File: config.mk
export PLATFORM = sky130hd
export DESIGN_NAME = imsm_master
export DESIGN_NICKNAME = d
export VERILOG_FILES = /design/src/rtl/imsm_pkg.sv /design/src/rtl/imsm_master.sv /design/src/rtl/imsm_bit_engine.sv
export SDC_FILE = /design/constraint.sdc
export NUM_CORES = 1
export LEC_CHECK = 0
export ABC_AREA = 1
export BUFFER_PORTS_ARGS = -buffer_cell sky130_fd_sc_hd__buf_2
export CORE_ASPECT_RATIO = 0.9
export CORE_MARGIN = 1
export CORE_UTILIZATION = 40
export CTS_CLUSTER_DIAMETER = 30
export DETAILED_ROUTE_END_ITERATION = 7
export PLACE_DENSITY = 0.67
export SLEW_MARGIN = 10
export SYNTH_ARGS = -nofsm -noshare
export SYNTH_HDL_FRONTEND = slang
export SYNTH_SLANG_ARGS = --single-unit
File: constraint.sdc
create_clock -name clock_in -period 2.8 [get_ports clock_in]
set_input_delay 0 -clock clock_in [delete_from_list [all_inputs] [get_ports clock_in]]
set_output_delay 0 -clock clock_in [all_outputs]
set_load 0.01 [all_outputs]
File: src/rtl/imsm_pkg.sv
// shared constants and types of the special-mode two-wire bus master
package imsm_pkg;

   ////////////////////////////////////////////////////////////////////////////
   // clock and bus rates
   localparam int CLK_FREQ_KHZ = 40000;
   localparam int CLK_PERIOD_NS = 25;
   // normal rate is fast mode plus, high-speed rate is 3.4 MHz
   localparam int SCL_STD_FREQ_KHZ = 1000;
   localparam int SCL_HS_FREQ_KHZ = 3400;
   // quarter bit periods, rounded up so the bus never runs too fast
   localparam int QTR_STD_CYC = (CLK_FREQ_KHZ + 4 * SCL_STD_FREQ_KHZ - 1) / (4 * SCL_STD_FREQ_KHZ);
   localparam int QTR_HS_CYC = (CLK_FREQ_KHZ + 4 * SCL_HS_FREQ_KHZ - 1) / (4 * SCL_HS_FREQ_KHZ);
   // regulator recovery wait after wake-up, arbitrary default
   localparam int REC_TIME_US = 400;
   localparam int REC_CYC_DEF = (REC_TIME_US * 1000 + CLK_PERIOD_NS - 1) / CLK_PERIOD_NS;

   ////////////////////////////////////////////////////////////////////////////
   // bus codes
   localparam logic [7:0] HS_CODE_BASE = 8'h08;
   localparam logic [7:0] RSVD_ID_WR = 8'hF8;
   localparam logic [7:0] RSVD_ID_RD = 8'hF9;
   localparam logic [7:0] SLEEP_CMD = 8'h86;
   localparam logic [3:0] DEV_TYPE_CODE = 4'hA;
   localparam int ID_BYTES = 3;
   localparam int ID_FIRST_IDX = 5;
   localparam int RESET_MAX_CLOCKS = 9;

   ////////////////////////////////////////////////////////////////////////////
   // operations, bit-engine commands and sequence items
   typedef enum logic [3:0] {
      OP_START, OP_STOP, OP_WRITE, OP_READ, OP_HS_ENTER,
      OP_SLEEP, OP_WAKE, OP_READ_ID, OP_BUS_RESET
   } imsm_op_type;

   typedef enum logic [1:0] {CMD_START, CMD_STOP, CMD_BIT} imsm_cmd_type;

   typedef enum logic [3:0] {
      IT_START, IT_STOP, IT_WACK, IT_WNACK, IT_WANY,
      IT_RACK, IT_RNACK, IT_WAIT, IT_FLUSH, IT_END
   } imsm_kind_type;

   typedef struct packed {
      imsm_kind_type kind;
      logic [7:0] data;
   } imsm_item_type;

endpackage : imsm_pkg

File: src/rtl/imsm_master.sv
// bus master for the memory's special sequences: high speed, sleep, id, recovery
//
// Summary of operation
// high-speed entry: start, then code 00001xxx
// slave never acknowledges the high-speed code
// after that nack, bus runs high speed
// stop condition ends high-speed operation
// high speed: repeated start, then ordinary framing
// sleep entry starts with start and F8h
// device address word follows, read/write ignored
// then repeated start and byte 86h
// slave sleeps after acknowledging 86h
// wake: start plus address word, rw ignored
// recovery starts at ninth rising scl edge
// wait recovery, then commands need fresh start
// slave holds fixed three-byte identification
// id read: start, F8h, then address word
// repeated start, F9h, then id bytes
// master nacks third id byte
// master only releases sda, never drives high
// after failure: reset sequence or retry
// reset: up to nine clocks, start, stop
// address word: type 1010, straps, rw bit
// mismatched address: slave does not respond
`timescale 1ns/1ps
module imsm_master import imsm_pkg::*; #(
   parameter int REC_CYC = REC_CYC_DEF
) (
   // clock and reset
   input wire logic clock_in,
   input wire logic rst_n_in,
   // operation request
   input wire logic op_valid_in,
   input wire imsm_op_type op_in,
   input wire logic [7:0] op_data_in,
   input wire logic op_ack_in,
   output logic op_ready_out,
   output logic op_done_out,
   output logic op_error_out,
   // results and status
   output logic [7:0] rdata_out,
   output logic slave_ack_out,
   output logic [23:0] dev_id_out,
   output logic hs_active_out,
   output logic sleeping_out,
   // address straps of the target
   input wire logic addr_strap_bit2_in,
   input wire logic addr_strap_bit1_in,
   input wire logic addr_strap_bit0_in,
   // bus pins
   input wire logic scl_pin_in,
   output logic scl_out,
   output logic scl_oe_out,
   input wire logic sda_pin_in,
   output logic sda_out,
   output logic sda_oe_out
);

   if (REC_CYC < 1) begin : g_bad_rec
      $error("recovery count must be at least one");
   end

   localparam int REC_W = $clog2(REC_CYC + 1);
   localparam logic [REC_W-1:0] REC_LOAD = REC_W'(REC_CYC - 1);
   localparam logic [3:0] FLUSH_LAST = 4'(RESET_MAX_CLOCKS - 1);
   localparam logic [3:0] ID_LAST_IDX = 4'(ID_FIRST_IDX + ID_BYTES - 1);

   typedef enum logic [2:0] {
      ST_IDLE, ST_FETCH, ST_CMD, ST_BYTE, ST_FLUSH, ST_RECOVER, ST_ABORT
   } imsm_state_type;

   typedef struct packed {
      imsm_state_type st;
      imsm_op_type op;
      logic [7:0] wdata;
      logic rack;
      logic [3:0] idx;
      imsm_item_type item;
      logic [3:0] bitn;
      logic [7:0] sh;
      logic [3:0] flush_n;
      logic [REC_W-1:0] rec_cnt;
      logic err;
      logic done;
      logic [7:0] rdata;
      logic sack;
      logic [23:0] id;
      logic hs;
      logic asleep;
      logic cv;
      imsm_cmd_type cmd;
      logic bitv;
      logic [2:0] strap_s1;
      logic [2:0] strap_s2;
   } imsm_master_type;

   imsm_master_type q, d;
   imsm_item_type it_c;
   logic [7:0] dev_word;
   logic eng_done;
   logic eng_rbit;
   logic is_read_c;
   logic expect_fail_c;

   ////////////////////////////////////////////////////////////////////////////
   // sequence tables
   function automatic imsm_item_type mk(imsm_kind_type k, logic [7:0] v);
      imsm_item_type r;
      r.kind = k;
      r.data = v;
      return r;
   endfunction : mk

   function automatic imsm_item_type seq_item(imsm_op_type op, logic [3:0] idx,
                                              logic [7:0] wd, logic ra, logic [7:0] dev);
      imsm_item_type r;
      r = mk(IT_END, 8'h00);
      case (op)
         OP_START: if (idx == 4'h0) r = mk(IT_START, 8'h00);
         OP_STOP: if (idx == 4'h0) r = mk(IT_STOP, 8'h00);
         OP_WRITE: if (idx == 4'h0) r = mk(IT_WANY, wd);
         OP_READ: if (idx == 4'h0) r = mk(ra ? IT_RACK : IT_RNACK, 8'h00);
         OP_HS_ENTER: begin
            case (idx)
               4'h0: r = mk(IT_START, 8'h00);
               4'h1: r = mk(IT_WNACK, {HS_CODE_BASE[7:3], wd[2:0]});
               default: r = mk(IT_END, 8'h00);
            endcase
         end
         OP_SLEEP: begin
            case (idx)
               4'h0: r = mk(IT_START, 8'h00);
               4'h1: r = mk(IT_WACK, RSVD_ID_WR);
               4'h2: r = mk(IT_WACK, dev);
               4'h3: r = mk(IT_START, 8'h00);
               4'h4: r = mk(IT_WACK, SLEEP_CMD);
               4'h5: r = mk(IT_STOP, 8'h00);
               default: r = mk(IT_END, 8'h00);
            endcase
         end
         OP_WAKE: begin
            case (idx)
               4'h0: r = mk(IT_START, 8'h00);
               4'h1: r = mk(IT_WANY, dev);
               4'h2: r = mk(IT_WAIT, 8'h00);
               4'h3: r = mk(IT_STOP, 8'h00);
               default: r = mk(IT_END, 8'h00);
            endcase
         end
         OP_READ_ID: begin
            if (idx == 4'h0 || idx == 4'h3) begin
               r = mk(IT_START, 8'h00);
            end else if (idx == 4'h1) begin
               r = mk(IT_WACK, RSVD_ID_WR);
            end else if (idx == 4'h2) begin
               r = mk(IT_WACK, dev);
            end else if (idx == 4'h4) begin
               r = mk(IT_WACK, RSVD_ID_RD);
            end else if (idx < ID_LAST_IDX) begin
               r = mk(IT_RACK, 8'h00);
            end else if (idx == ID_LAST_IDX) begin
               r = mk(IT_RNACK, 8'h00);
            end else if (idx == ID_LAST_IDX + 4'h1) begin
               r = mk(IT_STOP, 8'h00);
            end
         end
         OP_BUS_RESET: begin
            case (idx)
               4'h0: r = mk(IT_FLUSH, 8'h00);
               4'h1: r = mk(IT_START, 8'h00);
               4'h2: r = mk(IT_STOP, 8'h00);
               default: r = mk(IT_END, 8'h00);
            endcase
         end
         default: r = mk(IT_END, 8'h00);
      endcase
      return r;
   endfunction : seq_item

   // bit to put out at position n of a byte item; position 8 is the ack slot
   function automatic logic byte_bit(imsm_kind_type k, logic [7:0] s, logic [3:0] n);
      logic b;
      b = 1'b1;
      if (n == 4'h8) begin
         b = (k == IT_RACK) ? 1'b0 : 1'b1;
      end else if (k == IT_WACK || k == IT_WNACK || k == IT_WANY) begin
         b = s[7];
      end
      return b;
   endfunction : byte_bit

   ////////////////////////////////////////////////////////////////////////////
   // next state
   assign dev_word = {DEV_TYPE_CODE, q.strap_s2, 1'b0};
   assign it_c = seq_item(q.op, q.idx, q.wdata, q.rack, dev_word);
   assign is_read_c = (q.item.kind == IT_RACK) || (q.item.kind == IT_RNACK);
   // an address nack is how a mismatched or absent slave shows
   assign expect_fail_c = ((q.item.kind == IT_WACK) && eng_rbit) ||
                          ((q.item.kind == IT_WNACK) && !eng_rbit);

   always_comb begin
      d = q;
      d.cv = 1'b0;
      d.done = 1'b0;
      d.strap_s1 = {addr_strap_bit2_in, addr_strap_bit1_in, addr_strap_bit0_in};
      d.strap_s2 = q.strap_s1;
      case (q.st)
         ST_IDLE: begin
            if (op_valid_in) begin
               d.op = op_in;
               d.wdata = op_data_in;
               d.rack = op_ack_in;
               d.idx = 4'h0;
               d.err = 1'b0;
               if (q.asleep && op_in != OP_WAKE && op_in != OP_BUS_RESET) begin
                  d.err = 1'b1;
                  d.done = 1'b1;
               end else begin
                  d.st = ST_FETCH;
               end
            end
         end
         ST_FETCH: begin
            d.item = it_c;
            case (it_c.kind)
               IT_START: begin
                  d.cv = 1'b1;
                  d.cmd = CMD_START;
                  d.st = ST_CMD;
               end
               IT_STOP: begin
                  d.cv = 1'b1;
                  d.cmd = CMD_STOP;
                  d.st = ST_CMD;
               end
               IT_WAIT: begin
                  d.rec_cnt = REC_LOAD;
                  d.st = ST_RECOVER;
               end
               IT_FLUSH: begin
                  d.flush_n = 4'h0;
                  d.cv = 1'b1;
                  d.cmd = CMD_BIT;
                  d.bitv = 1'b1;
                  d.st = ST_FLUSH;
               end
               IT_END: begin
                  d.done = 1'b1;
                  d.st = ST_IDLE;
                  if (q.op == OP_HS_ENTER && !q.err) begin
                     d.hs = 1'b1;
                  end
                  if (q.op == OP_SLEEP && !q.err) begin
                     d.asleep = 1'b1;
                  end
                  if (q.op == OP_WAKE || q.op == OP_BUS_RESET) begin
                     d.asleep = 1'b0;
                  end
               end
               default: begin
                  d.sh = it_c.data;
                  d.bitn = 4'h0;
                  d.cv = 1'b1;
                  d.cmd = CMD_BIT;
                  d.bitv = byte_bit(it_c.kind, it_c.data, 4'h0);
                  d.st = ST_BYTE;
               end
            endcase
         end
         ST_CMD: begin
            if (eng_done) begin
               if (q.item.kind == IT_STOP) begin
                  d.hs = 1'b0;
               end
               d.idx = q.idx + 4'h1;
               d.st = ST_FETCH;
            end
         end
         ST_BYTE: begin
            if (eng_done) begin
               if (q.bitn != 4'h8) begin
                  d.sh = {q.sh[6:0], eng_rbit};
                  d.bitn = q.bitn + 4'h1;
                  d.cv = 1'b1;
                  d.cmd = CMD_BIT;
                  d.bitv = byte_bit(q.item.kind, d.sh, d.bitn);
               end else begin
                  if (is_read_c) begin
                     d.rdata = q.sh;
                     if (q.op == OP_READ_ID) begin
                        d.id = {q.id[15:0], q.sh};
                     end
                  end else begin
                     d.sack = !eng_rbit;
                  end
                  if (expect_fail_c) begin
                     d.err = 1'b1;
                     d.cv = 1'b1;
                     d.cmd = CMD_STOP;
                     d.st = ST_ABORT;
                  end else begin
                     d.idx = q.idx + 4'h1;
                     d.st = ST_FETCH;
                  end
               end
            end
         end
         ST_FLUSH: begin
            if (eng_done) begin
               if (eng_rbit || q.flush_n == FLUSH_LAST) begin
                  d.idx = q.idx + 4'h1;
                  d.st = ST_FETCH;
               end else begin
                  d.flush_n = q.flush_n + 4'h1;
                  d.cv = 1'b1;
                  d.cmd = CMD_BIT;
                  d.bitv = 1'b1;
               end
            end
         end
         ST_RECOVER: begin
            if (q.rec_cnt == '0) begin
               d.idx = q.idx + 4'h1;
               d.st = ST_FETCH;
            end else begin
               d.rec_cnt = q.rec_cnt - REC_W'(1);
            end
         end
         ST_ABORT: begin
            if (eng_done) begin
               d.hs = 1'b0;
               d.done = 1'b1;
               d.st = ST_IDLE;
            end
         end
         default: d.st = ST_IDLE;
      endcase
   end

   always_ff @(posedge clock_in) begin
      if (!rst_n_in) begin
         q <= '0;
      end else begin
         q <= d;
      end
   end

   ////////////////////////////////////////////////////////////////////////////
   // bit engine
   imsm_bit_engine #(
      .QTR_STD(QTR_STD_CYC),
      .QTR_HS(QTR_HS_CYC)
   ) u_engine (
      .clock_in(clock_in),
      .rst_n_in(rst_n_in),
      .cmd_valid_in(q.cv),
      .cmd_in(q.cmd),
      .bit_in(q.bitv),
      .hs_in(q.hs),
      .ready_out(),
      .done_out(eng_done),
      .rbit_out(eng_rbit),
      .scl_pin_in(scl_pin_in),
      .scl_out(scl_out),
      .scl_oe_out(scl_oe_out),
      .sda_pin_in(sda_pin_in),
      .sda_out(sda_out),
      .sda_oe_out(sda_oe_out)
   );

   ////////////////////////////////////////////////////////////////////////////
   // outputs
   assign op_ready_out = (q.st == ST_IDLE);
   assign op_done_out = q.done;
   assign op_error_out = q.err;
   assign rdata_out = q.rdata;
   assign slave_ack_out = q.sack;
   assign dev_id_out = q.id;
   assign hs_active_out = q.hs;
   assign sleeping_out = q.asleep;
endmodule : imsm_master

File: src/rtl/imsm_bit_engine.sv
// bit-level engine: start, stop and single bits on the open-drain pins
`timescale 1ns/1ps
module imsm_bit_engine import imsm_pkg::*; #(
   parameter int QTR_STD = QTR_STD_CYC,
   parameter int QTR_HS = QTR_HS_CYC
) (
   // clock and reset
   input wire logic clock_in,
   input wire logic rst_n_in,
   // command side
   input wire logic cmd_valid_in,
   input wire imsm_cmd_type cmd_in,
   input wire logic bit_in,
   input wire logic hs_in,
   output logic ready_out,
   output logic done_out,
   output logic rbit_out,
   // bus pins
   input wire logic scl_pin_in,
   output logic scl_out,
   output logic scl_oe_out,
   input wire logic sda_pin_in,
   output logic sda_out,
   output logic sda_oe_out
);

   if (QTR_STD < 3 || QTR_STD > 16 || QTR_HS < 3 || QTR_HS > 16) begin : g_bad_qtr
      $error("quarter period counts must lie in 3..16");
   end

   localparam logic [3:0] QS_LAST = 4'(QTR_STD - 1);
   localparam logic [3:0] QH_LAST = 4'(QTR_HS - 1);

   typedef struct packed {
      logic busy;
      imsm_cmd_type cmd;
      logic bitv;
      logic hs;
      logic [1:0] qtr;
      logic [3:0] cnt;
      logic scl_oe;
      logic sda_oe;
      logic rbit;
      logic done;
      logic sda_s1;
      logic sda_s2;
      logic scl_s1;
      logic scl_s2;
   } imsm_eng_type;

   imsm_eng_type q, d;
   logic stall_c;
   logic [3:0] last_c;

   // {scl_oe, sda_oe} for each quarter of a command
   function automatic logic [1:0] pin_drive(imsm_cmd_type c, logic b, logic [1:0] qt);
      logic [1:0] r;
      r = 2'h0;
      case (c)
         CMD_START: r = (qt == 2'h3) ? 2'h3 : ((qt == 2'h2) ? 2'h1 : 2'h0);
         CMD_STOP: r = (qt == 2'h0) ? 2'h3 : ((qt == 2'h3) ? 2'h0 : 2'h1);
         default: r = {(qt == 2'h0) || (qt == 2'h3), ~b};
      endcase
      return r;
   endfunction : pin_drive

   ////////////////////////////////////////////////////////////////////////////
   // next state
   assign last_c = q.hs ? QH_LAST : QS_LAST;
   // a slave holding scl low stretches the high phase
   assign stall_c = q.busy && !q.scl_oe && !q.scl_s2 && (q.qtr == 2'h2);

   always_comb begin
      d = q;
      d.done = 1'b0;
      d.sda_s1 = sda_pin_in;
      d.sda_s2 = q.sda_s1;
      d.scl_s1 = scl_pin_in;
      d.scl_s2 = q.scl_s1;
      if (!q.busy) begin
         if (cmd_valid_in) begin
            d.busy = 1'b1;
            d.cmd = cmd_in;
            d.bitv = bit_in;
            d.hs = hs_in;
            d.qtr = 2'h0;
            d.cnt = 4'h0;
            {d.scl_oe, d.sda_oe} = pin_drive(cmd_in, bit_in, 2'h0);
         end
      end else if (!stall_c) begin
         if (q.cnt == last_c) begin
            d.cnt = 4'h0;
            if (q.qtr == 2'h2) begin
               d.rbit = q.sda_s2;
            end
            if (q.qtr == 2'h3) begin
               d.busy = 1'b0;
               d.done = 1'b1;
            end else begin
               d.qtr = q.qtr + 2'h1;
               {d.scl_oe, d.sda_oe} = pin_drive(q.cmd, q.bitv, d.qtr);
            end
         end else begin
            d.cnt = q.cnt + 4'h1;
         end
      end
   end

   always_ff @(posedge clock_in) begin
      if (!rst_n_in) begin
         q <= '0;
      end else begin
         q <= d;
      end
   end

   ////////////////////////////////////////////////////////////////////////////
   // outputs: pins only ever pull low
   assign ready_out = !q.busy;
   assign done_out = q.done;
   assign rbit_out = q.rbit;
   assign scl_out = 1'b0;
   assign scl_oe_out = q.scl_oe;
   assign sda_out = 1'b0;
   assign sda_oe_out = q.sda_oe;
endmodule : imsm_bit_engine

After elaboration in Yosys (flattened, before gate mapping). Cells that the tools add are included.

$add $sub $neg: 6. Multipliers: 0. Div/mod/pow operators: 0. Order comparisons: 1. Equality and inequality tests: 72. Shift-type cells: 0. Mux-type cells: 99. Bitwise gates (word level): 8. Reductions and logical operators: 64.

Operator list (number): 2-to-1 mux 12 bit (14); case mux 12 bit (9 select lines) (1); 2-to-1 mux 4 bit (16); case mux 12 bit (5 select lines) (1); equality test 4 x 3 -> 1 bit, second input constant (12); case mux 12 bit (2 select lines) (2); case mux 12 bit (4 select lines) (1); != test 2 bit, second input constant (18); case mux 12 bit (3 select lines) (1); 2-to-1 mux 3 bit (11); equality test 4 x 2 -> 1 bit, second input constant (8); 2-to-1 mux 14 bit (2); case mux 14 bit (2 select lines) (1); equality test 4 bit, second input constant (6); 2-to-1 mux 1 bit (24); AND reduction 4 bit (6); case mux 3 bit (7 select lines) (1); 2-to-1 mux 20 bit (1); case mux 4 bit (5 select lines) (1); 2-to-1 mux 2 bit (9); AND reduction 6 bit (3); AND reduction 9 bit (2); adder 4 x 1 -> 4 bit, second input constant (4); equality test 4 x 1 -> 1 bit, second input constant (4); 40 further kinds (101).

Register bits: 120. Bits in latches: 0. Bits in writable memories: 0. Memory bits (read-only): 0. Input port bits: 21. Output and inout port bits: 42. Word-level logic and storage cells: 286. Memories kept: 0.

Longest topological paths before layout.
Word-level depth: 15. Mapped depth: 16. Gate-level depth less buffers: 16.

Modules after synthesis. A second synthesis with hierarchy kept.

Cells, all modules: 982. Area total of the unflattened synthesis: 6608.8 um^2.

Modules (own cells, without submodules): imsm_master (times used 1, cells each 836, area each 5579.1 um^2, seq. area each 2021.9 um^2); imsm_bit_engine (times used 1, cells each 146, area each 1029.7 um^2, seq. area each 380.4 um^2).

Least setup slack after synthesis. No wires, ideal clock.

Path kind: register -> register. Start point: register q[89] in the netlist's numbering. End point: register q[73] in the netlist's numbering. Library setup time: 0.116 ns. Arrival: 1.920 ns. Data required time: 2.684 ns. Setup slack: 0.764 ns. Stages on the path, launching flop included: 15. Path buffers: 0. Period minus slack after synthesis: 2.036 ns. Cells stage by stage: dfxtp_1 > inv_1 > ha_1 > nand3_1 > nand3_2 > nand2_1 > nand3_1 > nor2_2 > nand2_1 > nand3_2 > nand2_2 > nand3_4 > inv_1 > o21ai_0 > nor2_1.

Longest elaborated chain between the ends: 13. Elaborated cells on any way between the ends: 35. Those cells by class: order compare (1); eq/ne (12); mux (16); reduce/logical (6).

Ends and longest elaborated chain: start: declaration (RTL line imsm_master.sv:97) `imsm_master_type q, d;`; start signal: assignment (RTL line imsm_master.sv:342) `q <= '0;`; start signal: assignment (RTL line imsm_master.sv:344) `q <= d;`; equality test 4 bit (RTL line imsm_master.sv:163) `end else if (idx == ID_LAST_IDX + 4'h1) begin`; 2-to-1 mux 12 bit (RTL line imsm_master.sv:163); 2-to-1 mux 12 bit (RTL line imsm_master.sv:161) `end else if (idx == ID_LAST_IDX) begin`; 2-to-1 mux 12 bit (RTL line imsm_master.sv:159) `end else if (idx < ID_LAST_IDX) begin`; 2-to-1 mux 12 bit (RTL line imsm_master.sv:157) `end else if (idx == 4'h4) begin`; 2-to-1 mux 12 bit (RTL line imsm_master.sv:155) `end else if (idx == 4'h2) begin`; 2-to-1 mux 12 bit (RTL line imsm_master.sv:153) `end else if (idx == 4'h1) begin`; 2-to-1 mux 12 bit (RTL line imsm_master.sv:151) `if (idx == 4'h0 || idx == 4'h3) begin`; case mux 12 bit (9 select lines) (*) (RTL line imsm_master.sv:118) `case (op)`; equality test 4 bit, or another cell as far along (RTL line imsm_master.sv:225) `case (it_c.kind)`; OR reduction 5 bit (no line) (*); != test 2 bit (no line) (*); AND reduction 4 bit (no line) (*).

Every way passes the cells marked *; elsewhere a longest branch is shown, timed or not. A chain may end at the register's enable or synchronous reset.

Final worst setup path. Ends and elaborated chain as after synthesis.

==> results.json <==
{
  "row_count": 43,
  "netlist.area_leader.share_pct": 38.2,
  "cp_max_fo": 19,
  "finalPower_mw": 5.55,
  "yosys.area.top_type": "dfxtp_1",
  "antenna_cells": 0,
  "vdd_drop_max_mv": 0.500,
  "wl_per_cell_um": 12.7,
  "via_per_inst": 4.88,
  "start_kind": "register",
  "area_delta_synth_final_pct": 15.8,
  "initial_core_util_pct": 40.9,
  "postCtsResizedCells": 0,
  "setup_viol": 0,
  "drc": 0,
  "die_h_um": 121,
  "wl_um": 14600,
  "fmax_ghz": 0.408,
  "p_leak_nw": 3.13,
  "placed_area_mm2": 0.00652,
  "hold_depth": 3,
  "slew_viol_final": 0,
  "min_period_over_period_pct": 87.5,
  "m1WireLength_um": 7060,
  "antenna_found_initial": 0,
  "cts-root-buf": "clkbuf_16",
  "port_buffers": 60,
  "cts_setup_buffers": 0,
  "dieArea_mm2": 0.0162,
  "tritoncts": "done",
  "post-route-util_pct": 47.3,
  "cap_violations": 0,
  "chipWidth_um": 134,
  "clk_latency_ns": 0.42,
  "clk_pin_slew_worst_paths_ns": 0.06,
  "holdWs_ns": 0.0365,
  "critPathRequiredTime_ns": 3.12,
  "vias": 5646,
  "cts_buffer_depth": 2,
  "grt_pass1_wl_um": 24700,
  "grt_pass1_vias": 5198,
  "ant_nets": 0,
  "clock_sinks": 120,
  "n_fill_cell": 1564,
  "synth_area_mm2": 0.00629,
  "drt_iter0_markers": 431,
  "netlist_instances": 893,
  "ys_ff_latch": 120,
  "cts_hold_repair.buffers": 19,
  "dr_wl_met2_um": 6610,
  "synthTopCellsByArea": "dfxtp_1 38%, nand2_1 8.0%, inv_1 7.9%, o21ai_0 7.2%, a21oi_1 7.1%",
  "drt-pass1-iter-count": 5,
  "design_area_mm2": 0.00728,
  "grt_use_total_pct": 19.2,
  "crit_path_end_kind": "register",
  "synth_cell_type_count": 48,
  "outcome": "finished clean",
  "route.met3.wl_um": 768,
  "tightest_slew_ns": 0.724,
  "worst_slew_margin_rel_pct": 51.5,
  "yosysWarnings": 0,
  "gp_congestion": 0.905,
  "core_mm2": 0.0154,
  "r2r_cells": 14,
  "critical_path_class": "register to register",
  "grt-ovfl-total": 0,
  "hold_viol_final": 0,
  "nNetsFinal": 977,
  "ys_seq_area_share_pct": 38.2,
  "postSynthAreaPerCell_um2": 7.04,
  "htreeDepth": 4,
  "grt_max_degree": 74,
  "crit_arrival_ns": 2.77,
  "power_density_mw_per_mm2": 762,
  "drive_above_1_share_pct": 14.4,
  "rsz0062_at_grt": "no",
  "top_level_ports": 63,
  "place_hpwl_um": 10400,
  "cts_buffers": 17,
  "routed.top_layer": "met4",
  "hp-class": "input port to register",
  "skew_ns": 0.00923,
  "finalSetupTns_ns": 0,
  "min_period_ns": 2.45
}
==> through the flow <==
stage,setup slack (ns),cells
after detailed placement,0.383,1105
final,0.350,1156
after CTS,0.378,1156
after global routing,0.107,1156
after floorplan,0.764,894
after global placement,0.453,1105
==> cell usage after synthesis, drive strengths merged <==
cell     number
a22oi         1
nand3b        2
nor2        109
nand2       143
nor3         12
or2           4
a31oi        14
a311oi        2
a21oi        90
nand3        39
o2111ai       2
o21ai        94
inv         142
xor2          7
nor4          3
buf          42
conb          1
clkinv        1
a211oi       11
o211ai        4
dfxtp       120
o311a         1
o22ai         3
a41oi         1
o221ai        2
nor3b         3
a221oi        1
clkbuf       16
ha           15
nand4         8
==> placed cells by master (no fill, tap or decap), types with 3 or more instances in the layout <==
cell / instances
nand3_1: 36
xor2_1: 7
nor2_1: 97
inv_2: 8
clkbuf_16: 17
nor3_1: 10
a211oi_1: 11
buf_2: 60
ha_1: 15
nand2_4: 3
clkinv_4: 4
o22ai_1: 3
a31oi_1: 14
a21oi_1: 89
buf_4: 7
inv_1: 133
dlygate4sd3_1: 19
nor2_4: 6
inv_6: 4
dfxtp_1: 120
o21ai_0: 91
nand2_2: 6
nor2_2: 6
o211ai_1: 4
nand4_1: 8
nand2_1: 134
nor3b_1: 3
==> path summary, 6_finish.rpt <==
path	from	endpoint	slack, ns
max	q[89]$_SDFFE_PN0P_	q[73]$_SDFFE_PN0P_	0.35
min	rst_n_in	u_engine.q[10]$_SDFFE_PN0P_	0.04
max reg2reg	q[89]$_SDFFE_PN0P_	q[73]$_SDFFE_PN0P_	0.35
min reg2reg	d[0]$_SDFF_PN0_	dev_word[1]$_SDFF_PN0_	0.41
==> worst max-delay path: stages, from the launching register on <==
cell	delay, ns
dfxtp_1	0.41
inv_1	0.09
ha_1	0.28
nand3_1	0.23
nand3_2	0.16
nand2_1	0.13
nand3_1	0.10
nor2_2	0.17
nand2_1	0.10
nand3_2	0.09
nand2_2	0.06
nand3_4	0.16
inv_1	0.14
o21ai_0	0.17
nor2_1	0.05
==> registers in the layout, summed over array words and instances (netlist names) <==
signal and flops:
u_engine.rbit_out 1, dev_id_out 24, hs_active_out 1, op_done_out 1, op_error_out 1, u_engine.d 2, u_engine.q 13, rdata_out 8
dev_word 3, sleeping_out 1, u_engine.sda_oe_out 1, slave_ack_out 1, u_engine.done_out 1, u_engine.scl_oe_out 1, d 3, q 58
==> cell families after synthesis <==
| logic type | count (synthesis) | share of synthesized area [%] |
|---|---|---|
| XOR/XNOR | 7 | 0.975 |
| AND/OR/NAND/NOR | 323 | 23.6 |
| other | 1 | 0.0596 |
| flip-flops | 120 | 38.2 |
| adder cells (fa/ha/maj) | 15 | 2.98 |
| AO/OA/AOI/OAI | 226 | 19.6 |
| buffers and inverters | 201 | 14.6 |
==> metal layers <==
metal	up-vias	GRT usage, %
li1	2978	-
met4	0	6.11
met2	130	31.0
met3	17	5.05
met1	2521	24.8
met5	-	0
==> layout make-up <==
cell class,instances,area (µm²),share of cell area (%)
repair buffers,86,543,7.46
clock buffers,18,429,5.89
flip-flops and latches,120,2400,33.0
well taps,202,253,3.47
inverters,143,539,7.41
clock inverters,14,143,1.96
multi-input cells,573,2970,40.8
==> report_power, final <==
part	internal, mW	switching [mW]	total [mW]
Clock	1.24	0.875	2.12
Combinational	0.459	0.944	1.40
Sequential	1.89	0.142	2.03
Total	3.59	1.96	5.55
No activity file was read; power rests on OpenSTA's default activity.
